`src/adc_front_pkg.sv`:
```
package adc_front_pkg;

	localparam int num_ports      = 4;
	localparam int num_channels   = 6;
	localparam int mant_width     = 16;
	localparam int exp_width      = 3;
	localparam int sel_width      = 3;
	localparam int pn_width       = 16;

	// crossbar select codes
	localparam logic [2:0] sel_port_a = 3'h0;
	localparam logic [2:0] sel_port_b = 3'h1;
	localparam logic [2:0] sel_port_c = 3'h2;
	localparam logic [2:0] sel_port_d = 3'h3;
	localparam logic [2:0] sel_pn     = 3'h4;

	// bit positions of the complex pairing controls in the input control word
	localparam int cplx_ab_bit = 24;
	localparam int cplx_cd_bit = 25;

	localparam logic [15:0] pn_seed        = 16'hace1;
	localparam logic [15:0] pn_taps        = 16'hb400;
	localparam logic [15:0] mant_reset     = 16'h0000;
	localparam logic [2:0]  exp_reset      = 3'h0;

	typedef struct packed {
		logic [15:0] mantissa;
		logic [2:0]  exponent;
	} sample_t;

	typedef struct packed {
		logic [15:0] i_data;
		logic [15:0] q_data;
		logic        complex_valid;
		logic        valid;
	} chan_sample_t;

endpackage

```
`src/adc_input_port_crossbar.sv`:
```
`timescale 1ns/1ps
//////////////////////////////////////////////////////////////////////////////
//////////////////////////////////////////////////////////////////////////////
module adc_input_port_crossbar
	import adc_front_pkg::*;
#(
	parameter int channels = num_channels
) (
	input  wire logic                          mclk,
	input  wire logic                          srst,
	input  wire logic [num_ports-1:0]          port_sample_clock,
	input  wire logic [num_ports-1:0][15:0]    port_mantissa,
	input  wire logic [num_ports-1:0][2:0]     port_exp_in,
	output logic      [num_ports-1:0][2:0]     port_exp_out,
	output logic      [num_ports-1:0][2:0]     port_exp_oe_n,
	input  wire logic [num_ports-1:0]          clock_invert,
	input  wire logic [num_ports-1:0]          exp_as_gain_out,
	input  wire logic [num_ports-1:0][2:0]     gain_range_word,
	input  wire logic [31:0]                   input_control,
	input  wire logic [channels-1:0][2:0]      channel_select,
	input  wire logic [channels-1:0]           channel_complex,
	output chan_sample_t [channels-1:0]        channel_out,
	output logic                               pll_reference_clock
);

	//////////////////////////////////////////////////////////////////////////
	// elaboration checks: the datapath is cut for these sizes only
	if (channels < 1 || channels > 16) begin : g_bad_channels
		$error("channels out of range");
	end
	if (num_ports != 4) begin : g_bad_ports
		$error("crossbar decodes exactly four ports");
	end
	if (mant_width != 16 || exp_width != 3) begin : g_bad_sample
		$error("sample word must be 16 plus 3 bits");
	end
	if (sel_width != 3) begin : g_bad_select
		$error("select word must be 3 bits");
	end

	//////////////////////////////////////////////////////////////////////////
	// port sampling: two flops per pin, then edge detect on the clock level
	logic [num_ports-1:0] clk_s1_reg;
	logic [num_ports-1:0] clk_s2_reg;
	logic [num_ports-1:0] clk_s3_reg;
	sample_t              pin_s1_reg [num_ports];
	sample_t              pin_s2_reg [num_ports];
	sample_t              cap_reg [num_ports];
	logic                 cap_strobe_reg [num_ports];
	logic [15:0]          scaled_reg [num_ports];
	logic                 scaled_strobe_reg [num_ports];

	// no reset: a forced low level would fake an edge when the pin sits high
	always_ff @(posedge mclk) begin
		clk_s1_reg <= port_sample_clock;
		clk_s2_reg <= clk_s1_reg;
		clk_s3_reg <= clk_s2_reg;
	end

	// port a clock level passed on as the multiplier reference
	assign pll_reference_clock = clk_s2_reg[0];

	// exponent pins turn round as a group
	assign port_exp_out = gain_range_word;

	always_comb begin
		for (int k = 0; k < num_ports; k++) begin
			port_exp_oe_n[k] = exp_as_gain_out[k] ? 3'h0 : 3'h7;
		end
	end

	genvar p;
	generate
		for (p = 0; p < num_ports; p++) begin : g_port
			logic       edge_hit;
			logic [2:0] exp_eff;
			// edge picked per port, independent of the others
			assign edge_hit = clock_invert[p] ? (clk_s3_reg[p] & ~clk_s2_reg[p])
				: (~clk_s3_reg[p] & clk_s2_reg[p]);
			// pins driven as gain outputs carry no exponent; read as zero
			assign exp_eff = exp_as_gain_out[p] ? exp_reset : cap_reg[p].exponent;

			always_ff @(posedge mclk) begin
				if (srst) begin
					pin_s1_reg[p] <= '{mant_reset, exp_reset};
					pin_s2_reg[p] <= '{mant_reset, exp_reset};
				end else begin
					pin_s1_reg[p] <= '{port_mantissa[p], port_exp_in[p]};
					pin_s2_reg[p] <= pin_s1_reg[p];
				end
			end

			// mantissa and exponent taken on one strobe so they never skew
			always_ff @(posedge mclk) begin
				if (srst) begin
					cap_reg[p] <= '{mant_reset, exp_reset};
				end else if (edge_hit) begin
					cap_reg[p] <= pin_s2_reg[p];
				end
			end

			always_ff @(posedge mclk) begin
				if (srst) begin
					cap_strobe_reg[p] <= 1'b0;
				end else begin
					cap_strobe_reg[p] <= edge_hit;
				end
			end

			// signed shift; sign bit fills from the left
			always_ff @(posedge mclk) begin
				if (srst) begin
					scaled_reg[p] <= mant_reset;
				end else begin
					scaled_reg[p] <= 16'($signed(cap_reg[p].mantissa) >>> exp_eff);
				end
			end

			// strobe delayed one stage so valid marks the new scaled value
			always_ff @(posedge mclk) begin
				if (srst) begin
					scaled_strobe_reg[p] <= 1'b0;
				end else begin
					scaled_strobe_reg[p] <= cap_strobe_reg[p];
				end
			end
		end
	endgenerate

	//////////////////////////////////////////////////////////////////////////
	// pseudorandom test source, galois lfsr on the processing clock
	logic [15:0] pn_reg;

	always_ff @(posedge mclk) begin
		if (srst) begin
			pn_reg <= pn_seed;
		end else begin
			pn_reg <= pn_reg[0] ? ((pn_reg >> 1) ^ pn_taps) : (pn_reg >> 1);
		end
	end

	//////////////////////////////////////////////////////////////////////////
	// crossbar; one sample stream per port is assumed
	logic        cplx_ab;
	logic        cplx_cd;
	logic [15:0] i_data_reg [channels];
	logic [15:0] q_data_reg [channels];
	logic        valid_reg [channels];
	logic        paired_reg [channels];

	assign cplx_ab = input_control[cplx_ab_bit];
	assign cplx_cd = input_control[cplx_cd_bit];

	genvar c;
	generate
		for (c = 0; c < channels; c++) begin : g_chan
			logic [1:0] port_idx;
			logic       pair_ab;
			logic       pair_cd;
			assign port_idx = channel_select[c][1:0];
			// complex pairs only when both the pair and the channel ask for it
			assign pair_ab = channel_complex[c] && channel_select[c] == sel_port_a && cplx_ab;
			assign pair_cd = channel_complex[c] && channel_select[c] == sel_port_c && cplx_cd;

			// real part, or the only part of a real channel
			always_ff @(posedge mclk) begin
				if (srst) begin
					i_data_reg[c] <= mant_reset;
				end else begin
					case (channel_select[c])
						sel_port_a, sel_port_b, sel_port_c, sel_port_d: begin
							i_data_reg[c] <= scaled_reg[port_idx];
						end
						sel_pn: begin
							i_data_reg[c] <= pn_reg;
						end
						default: begin
							i_data_reg[c] <= mant_reset;
						end
					endcase
				end
			end

			// valid follows the same select as the data it marks
			always_ff @(posedge mclk) begin
				if (srst) begin
					valid_reg[c] <= 1'b0;
				end else begin
					case (channel_select[c])
						sel_port_a, sel_port_b, sel_port_c, sel_port_d: begin
							valid_reg[c] <= scaled_strobe_reg[port_idx];
						end
						sel_pn: begin
							valid_reg[c] <= 1'b1;
						end
						default: begin
							valid_reg[c] <= 1'b0;
						end
					endcase
				end
			end

			// imaginary part from the partner port of the pair
			always_ff @(posedge mclk) begin
				if (srst) begin
					q_data_reg[c] <= mant_reset;
					paired_reg[c] <= 1'b0;
				end else if (pair_ab) begin
					q_data_reg[c] <= scaled_reg[1];
					paired_reg[c] <= 1'b1;
				end else if (pair_cd) begin
					q_data_reg[c] <= scaled_reg[3];
					paired_reg[c] <= 1'b1;
				end else begin
					q_data_reg[c] <= mant_reset;
					paired_reg[c] <= 1'b0;
				end
			end
		end
	endgenerate

	// gather the per-channel flops onto the packed output
	always_comb begin
		for (int k = 0; k < channels; k++) begin
			channel_out[k].i_data        = i_data_reg[k];
			channel_out[k].q_data        = q_data_reg[k];
			channel_out[k].complex_valid = paired_reg[k];
			channel_out[k].valid         = valid_reg[k];
		end
	end

endmodule

```
`config.mk`:
```
export PLATFORM = sky130hd
export DESIGN_NAME = adc_input_port_crossbar
export DESIGN_NICKNAME = d
export VERILOG_FILES = /design/src/adc_front_pkg.sv /design/src/adc_input_port_crossbar.sv
export SDC_FILE = /design/constraint.sdc
export NUM_CORES = 1
export LEC_CHECK = 0
export BUFFER_PORTS_ARGS = -buffer_cell sky130_fd_sc_hd__buf_2
export CAP_MARGIN = 20
export CORE_MARGIN = 2
export CORE_UTILIZATION = 51
export CTS_CLUSTER_DIAMETER = 200
export DETAILED_ROUTE_END_ITERATION = 8
export PLACE_DENSITY = 0.83
export SETUP_SLACK_MARGIN = 0.5
export SYNTH_ARGS = -nofsm -noshare
export SYNTH_HDL_FRONTEND = slang
export SYNTH_SLANG_ARGS = --single-unit
```
`constraint.sdc`:
```
create_clock -name mclk -period 1.4 [get_ports mclk]
set_input_delay 0.07 -clock mclk [delete_from_list [all_inputs] [get_ports mclk]]
set_output_delay 0.07 -clock mclk [all_outputs]
set_load 0.005 [all_outputs]
```
# Yosys cells after proc, flatten, opt, wreduce, memory -nomap -nowiden
# Memories as Yosys holds them, arrays and structs flattened.
# Index checks and enable logic that the tools add are counted.
totals:
  register_bits: 28
  latch_bits: 0
  ram_bits: 504
  romBits: 0
  out_inout_bits: 229
  memories: 10
op_classes:
  addsub: 0
  mul: 0
  n_div: 0
  magnitude_cmp: 0
  n_eq_ne: 24
  shifts: 4
  mux: 244
  bitwise: 113
  n_reduce_logical: 42
memory_table:
  columns: ["memory", "words", "width", "rd", "rd_ports_with_merged_regs", "write_ports", "line", "text"]
  rows:
  - ["i_data_reg", 6, 16, 6, 0, 6, "adc_input_port_crossbar.sv:146", "logic [15:0] i_data_reg [channels];"]
  - ["q_data_reg", 6, 16, 6, 0, 6, "adc_input_port_crossbar.sv:147", "logic [15:0] q_data_reg [channels];"]
  - ["cap_reg", 4, 19, 4, 0, 4, "adc_input_port_crossbar.sv:48", "sample_t cap_reg [num_ports];"]
  - ["pin_s1_reg", 4, 19, 4, 0, 4, "adc_input_port_crossbar.sv:46", "sample_t pin_s1_reg [num_ports];"]
  - ["pin_s2_reg", 4, 19, 4, 0, 4, "adc_input_port_crossbar.sv:47", "sample_t pin_s2_reg [num_ports];"]
  - ["scaled_reg", 4, 16, 8, 0, 4, "adc_input_port_crossbar.sv:50", "logic [15:0] scaled_reg [num_ports];"]
  - ["+4 memories", null, null, null, null, null, null, null]
op_table:
  columns: ["cell", "n"]
  rows:
  - ["16-bit 2-to-1 mux", 41]
  - ["19-bit 2-to-1 mux", 12]
  - ["1-bit 2-to-1 mux", 183]
  - ["1-bit OR", 96]
  - ["16-bit by 3-bit >>> shifter with 16-bit output", 4]
  - ["3-bit by 2-bit == test with 1-bit output, second input constant", 12]
  - ["5-bit OR reduction", 6]
  - ["1-bit logical AND", 24]
  - ["3-bit 2-to-1 mux", 8]
  - ["4-bit OR reduction", 6]
  - ["3-bit by 1-bit == test with 1-bit output, second input constant", 6]
  - ["3-bit == test, second input constant", 6]
  - ["3-bit logical NOT", 6]
  - ["1-bit AND", 8]
  - ["1-bit inverter", 8]
  - ["3-bit inverter with 4-bit output", 1]

# Longest topological paths before layout
logic_depth:
  ltp_word: 9
  depth_mapped: 7
  mapped_depth_nobuf: 4

# Least setup slack after synthesis
# Ideal clock, no wire load.
synth_timing:
  kind: "register to register"
  start: "register clk_s2_reg[0]"
  end: "memory cap_reg[0][0] (netlist name) (enable)"
  setup_time_ns: 0.376
  arrival_time_ns: 1.028
  t_required_ns: 1.024
  setup_slack_ns: -0.003
  stages_incl_launch_ff: 4
  path_buffers: 0
  path_cell_list: "dfxtp_1 > nor3b_1 > a21oi_1 > nand2_1"
synth_lines:
  columns: ["item", "line", "text"]
  rows:
  - ["start, declared", "adc_input_port_crossbar.sv:44", "logic [num_ports-1:0] clk_s2_reg;"]
  - ["start signal, assigned", "adc_input_port_crossbar.sv:56", "clk_s2_reg <= clk_s1_reg;"]
  - ["end, declared", "adc_input_port_crossbar.sv:48", null]

==> summary.md <==
## GRT
* total routing resource utilization after global routing: 29.5%
* final global-route overflow total: 0
* maximum number of pins on one net before global-route repair: 66
* via count of the first global-routing pass: 18700
* first-pass GRT wire length: 107000 um
* antenna violations before repair: 9

## Setup path
* Worst R2R Setup Slack: -0.14 ns
* Data required, critical path: 1.90 ns
* worst r2r dst: scaled_reg[1][2]$_SDFF_PP0_
* Worst Path Class, Setup: register to register
* critical path capture point type: register
* peak fanout along the critical path: 5
* reg-to-reg startpoint: cap_reg[1][0]$_SDFFCE_PN0P_
* Setup crit start: cap_reg[1][0]$_SDFFCE_PN0P_
* data arrival time of the critical path: 2.05 ns
* kind of launch point of the worst setup path: register
* cell depth of the worst flop-to-flop path: 7

## Cells and area
* share of final-layout standard cells stronger than drive strength 1: 43.7%
* layout filler cell count: 2916
* commonest non-fill, non-tap cell in the layout: buf_2
* area grow syn2layout: 40.5%
* area of all sequential standard cells: 13600 um^2
* number of nets in the layout: 2825
* final core utilization: 72.3%
* area of the multi-input gates: 12000 um^2
* leading cell types in the layout, fill and taps excluded: 331 x buf_2, 280 x edfxtp_1, 204 x conb_1
* final non-filler cell total: 3325

## Timing
* Max-Slew Margin vs Limit: 40.6%
* setup skew after layout: 0.0168 ns
* setup slack after layout: -0.142 ns
* final hold slack: -0.000667 ns
* count of final hold-check violations: 1
* number of slew-limit violations in the final report: 0
* Max Clock Freq: 0.649 GHz
* slew at the pin closest to its max-slew limit: 0.891 ns
* RSZ-0062 raised after global routing: yes
* final critical path time including I/O delays and setup: 1.54 ns
* portion of the clock cycle consumed by the worst path in the final layout: 110%
* number of setup violations in the final report: 66

## Clocking
* TritonCTS sink count: 532
* maximum buffer depth of the clock tree: 3
* TritonCTS clock tree: yes
* H-Tree Depth: 2
* clock latency on the worst-skew pair: 0.63 ns
* clock-pin slew on the worst setup and hold paths: 0.07 ns
* TritonCTS Buffers: 52
* root buffer selected by CTS: clkbuf_16

## Worst hold path
* Hold Path Depth: 3
* destination of the worst hold path: paired_reg[5]$_SDFFCE_PP0P_
* worst min path class: primary input to register
* Hold Startpoint: channel_complex[5]

## Placed design
* routability congestion estimate: 0.932
* # port buffers: 332
* Placed Cells: 3062
* Detail Placement HPWL: 49400 um
* Post-Place Worst Slack: -0.372 ns

## Routing
* highest routing layer actually used: met5
* drt via density: 5.67
* count of unresolved DRC violations after routing: 0
* Final Routed Wirelength: 74000 um
* Detail Route Antenna Nets: 0
* average routed wire per standard cell: 22.2 um
* met3 layer wire length in the routed design: 7210 um
* vias after detailed routing: 18900
* amount of wire on met2 after detailed routing: 35300 um
* DRC marker count from the first detailed-route iteration: 1794
* wl on met1: 26300 um
* iteration count of the initial detailed-routing pass: 6

## Outcome
* outcome: complete, but fails checks
* failing checks: negative hold slack, negative setup slack

## Logic synthesis
* count of different cell masters after synthesis: 63
* Yosys top cell by area: edfxtp_1
* share of synthesized area occupied by flip-flops and latches: 56.5%
* gate count of the mapped netlist: 1923
* register bit count reported by yosys: 532
* synthesized area per cell: 12.4 um^2
* post-synth design cell area: 23800 um^2
* top-area cell type share of the netlist area: 35.3%
* share of flip-flops with an asynchronous set or reset: 0%
* top post-synthesis cells by area: edfxtp_1 35%, dfxtp_1 21%, mux4_2 9.3%, mux2i_1 5.6%, nor2b_1 4.8%
* predominant post-synthesis flop cell: edfxtp_1
* number of flops mapped to enable cells by yosys: 280
* Yosys warnings: 0

## Die
* die area: 48400 um^2
* number of rows in the core area: 79
* Core ar.: 46300 um^2
* # IOs: 387
* Starting Density: 51.4%
* DIE WIDTH: 220 um
* die span in y: 220 um

## Pwr
* static leakage power: 13.6 nW
* Worst VDD drop: 1010 uV
* PD cells: 1160 nW/um^2

## Run
* max_cap viols: 0

==> cell families after synthesis <==
group	share of synthesized area [%]
xor+xnor	0.110
compound gates	9.90
flops	56.5
mux	15.0
buf+inv	5.03
other cells	0.0158
simple gates	13.4
==> where the power goes <==
group	internal [mW]	switching, mW	total [mW]
Sequential	17.4	0.943	18.4
Clock	8.21	6.19	14.4
Combinational	3.14	3.02	6.17
Total	28.8	10.2	38.9
==> how the worst max path moves through the flow <==
| stage | to | slack (ns) | cells past startpoint |
|---|---|---|---|
| floorplan | scaled_reg[3][1]$_SDFF_PP0_ | 0.08 | 5 |
| global placement | q_data_reg[3][13]$_SDFFCE_PP0P_ | -0.25 | 6 |
| detailed placement | q_data_reg[3][4]$_SDFFCE_PP0P_ | -0.37 | 6 |
| CTS | i_data_reg[3][1]$_SDFFCE_PP0P_ | -0.10 | 4 |
| global route | scaled_reg[3][7]$_SDFF_PP0_ | -0.23 | 6 |
| finish | scaled_reg[1][2]$_SDFF_PP0_ | -0.14 | 7 |
==> routing by layer <==
layer | vias up | track usage [%]
met5 | - | 0
met4 | 6 | 18.7
met3 | 328 | 6.14
met2 | 1236 | 47.8
met1 | 8950 | 36.0
li1 | 8342 | -
==> per-stage QoR <==
stage	setup TNS (ns)	hold WS (ns)	total power [mW]	instance area, um^2
after floorplan	0	0.0977	21.4	25500
after detailed placement	-37.47	0.140	23.3	28300
after global routing	-7.06	0.0125	40.1	33400
after CTS	-1.03	-0.0807	38.4	32500
after global placement	-26.58	0.140	23.2	28300
final	-3.35	-0.000667	38.9	33400
==> critical path, cell delays in order, from the launching register on <==
cell	delay (ns)
edfxtp_1	0.46
buf_4	0.18
buf_6	0.13
buf_6	0.11
nor3b_2	0.17
a21oi_1	0.07
o22ai_1	0.21
o22ai_1	0.10
==> final cells by class <==
class / instances / share of cell area (%)
Tap cell: 607 / 2.27
Timing Repair Buffer: 680 / 15.7
Multi-Input combinational cell: 1384 / 35.8
Clock inverter: 32 / 0.980
Inverter: 17 / 0.191
Antenna cell: 7 / 0.0524
Clock buffer: 66 / 4.35
Sequential cell: 532 / 40.7
==> cells in the mapped netlist (16+ instances only) <==
cell	instances
clkbuf_1	63
inv_1	16
and2_1	80
dfxtp_1	252
nor3b_1	18
buf_4	45
mux2i_1	132
edfxtp_1	280
o21ai_0	24
nand2_1	36
o22ai_1	64
a21oi_1	28
buf_2	83
a22o_1	16
a2bb2oi_1	22
nor2_1	229
nor2b_1	182
mux4_2	98
a22oi_1	90
==> what timing repair did <==
item                       in CTS  in global routing
setup endpoints to repair     621                631
resized for setup             273                181
gates cloned                   14                  9
hold endpoints to repair      106                  0
hold buffers                   91                  0
pin swaps                      94                 80
buffers inserted               34                 10
Power figures use the tool's default switching activity.
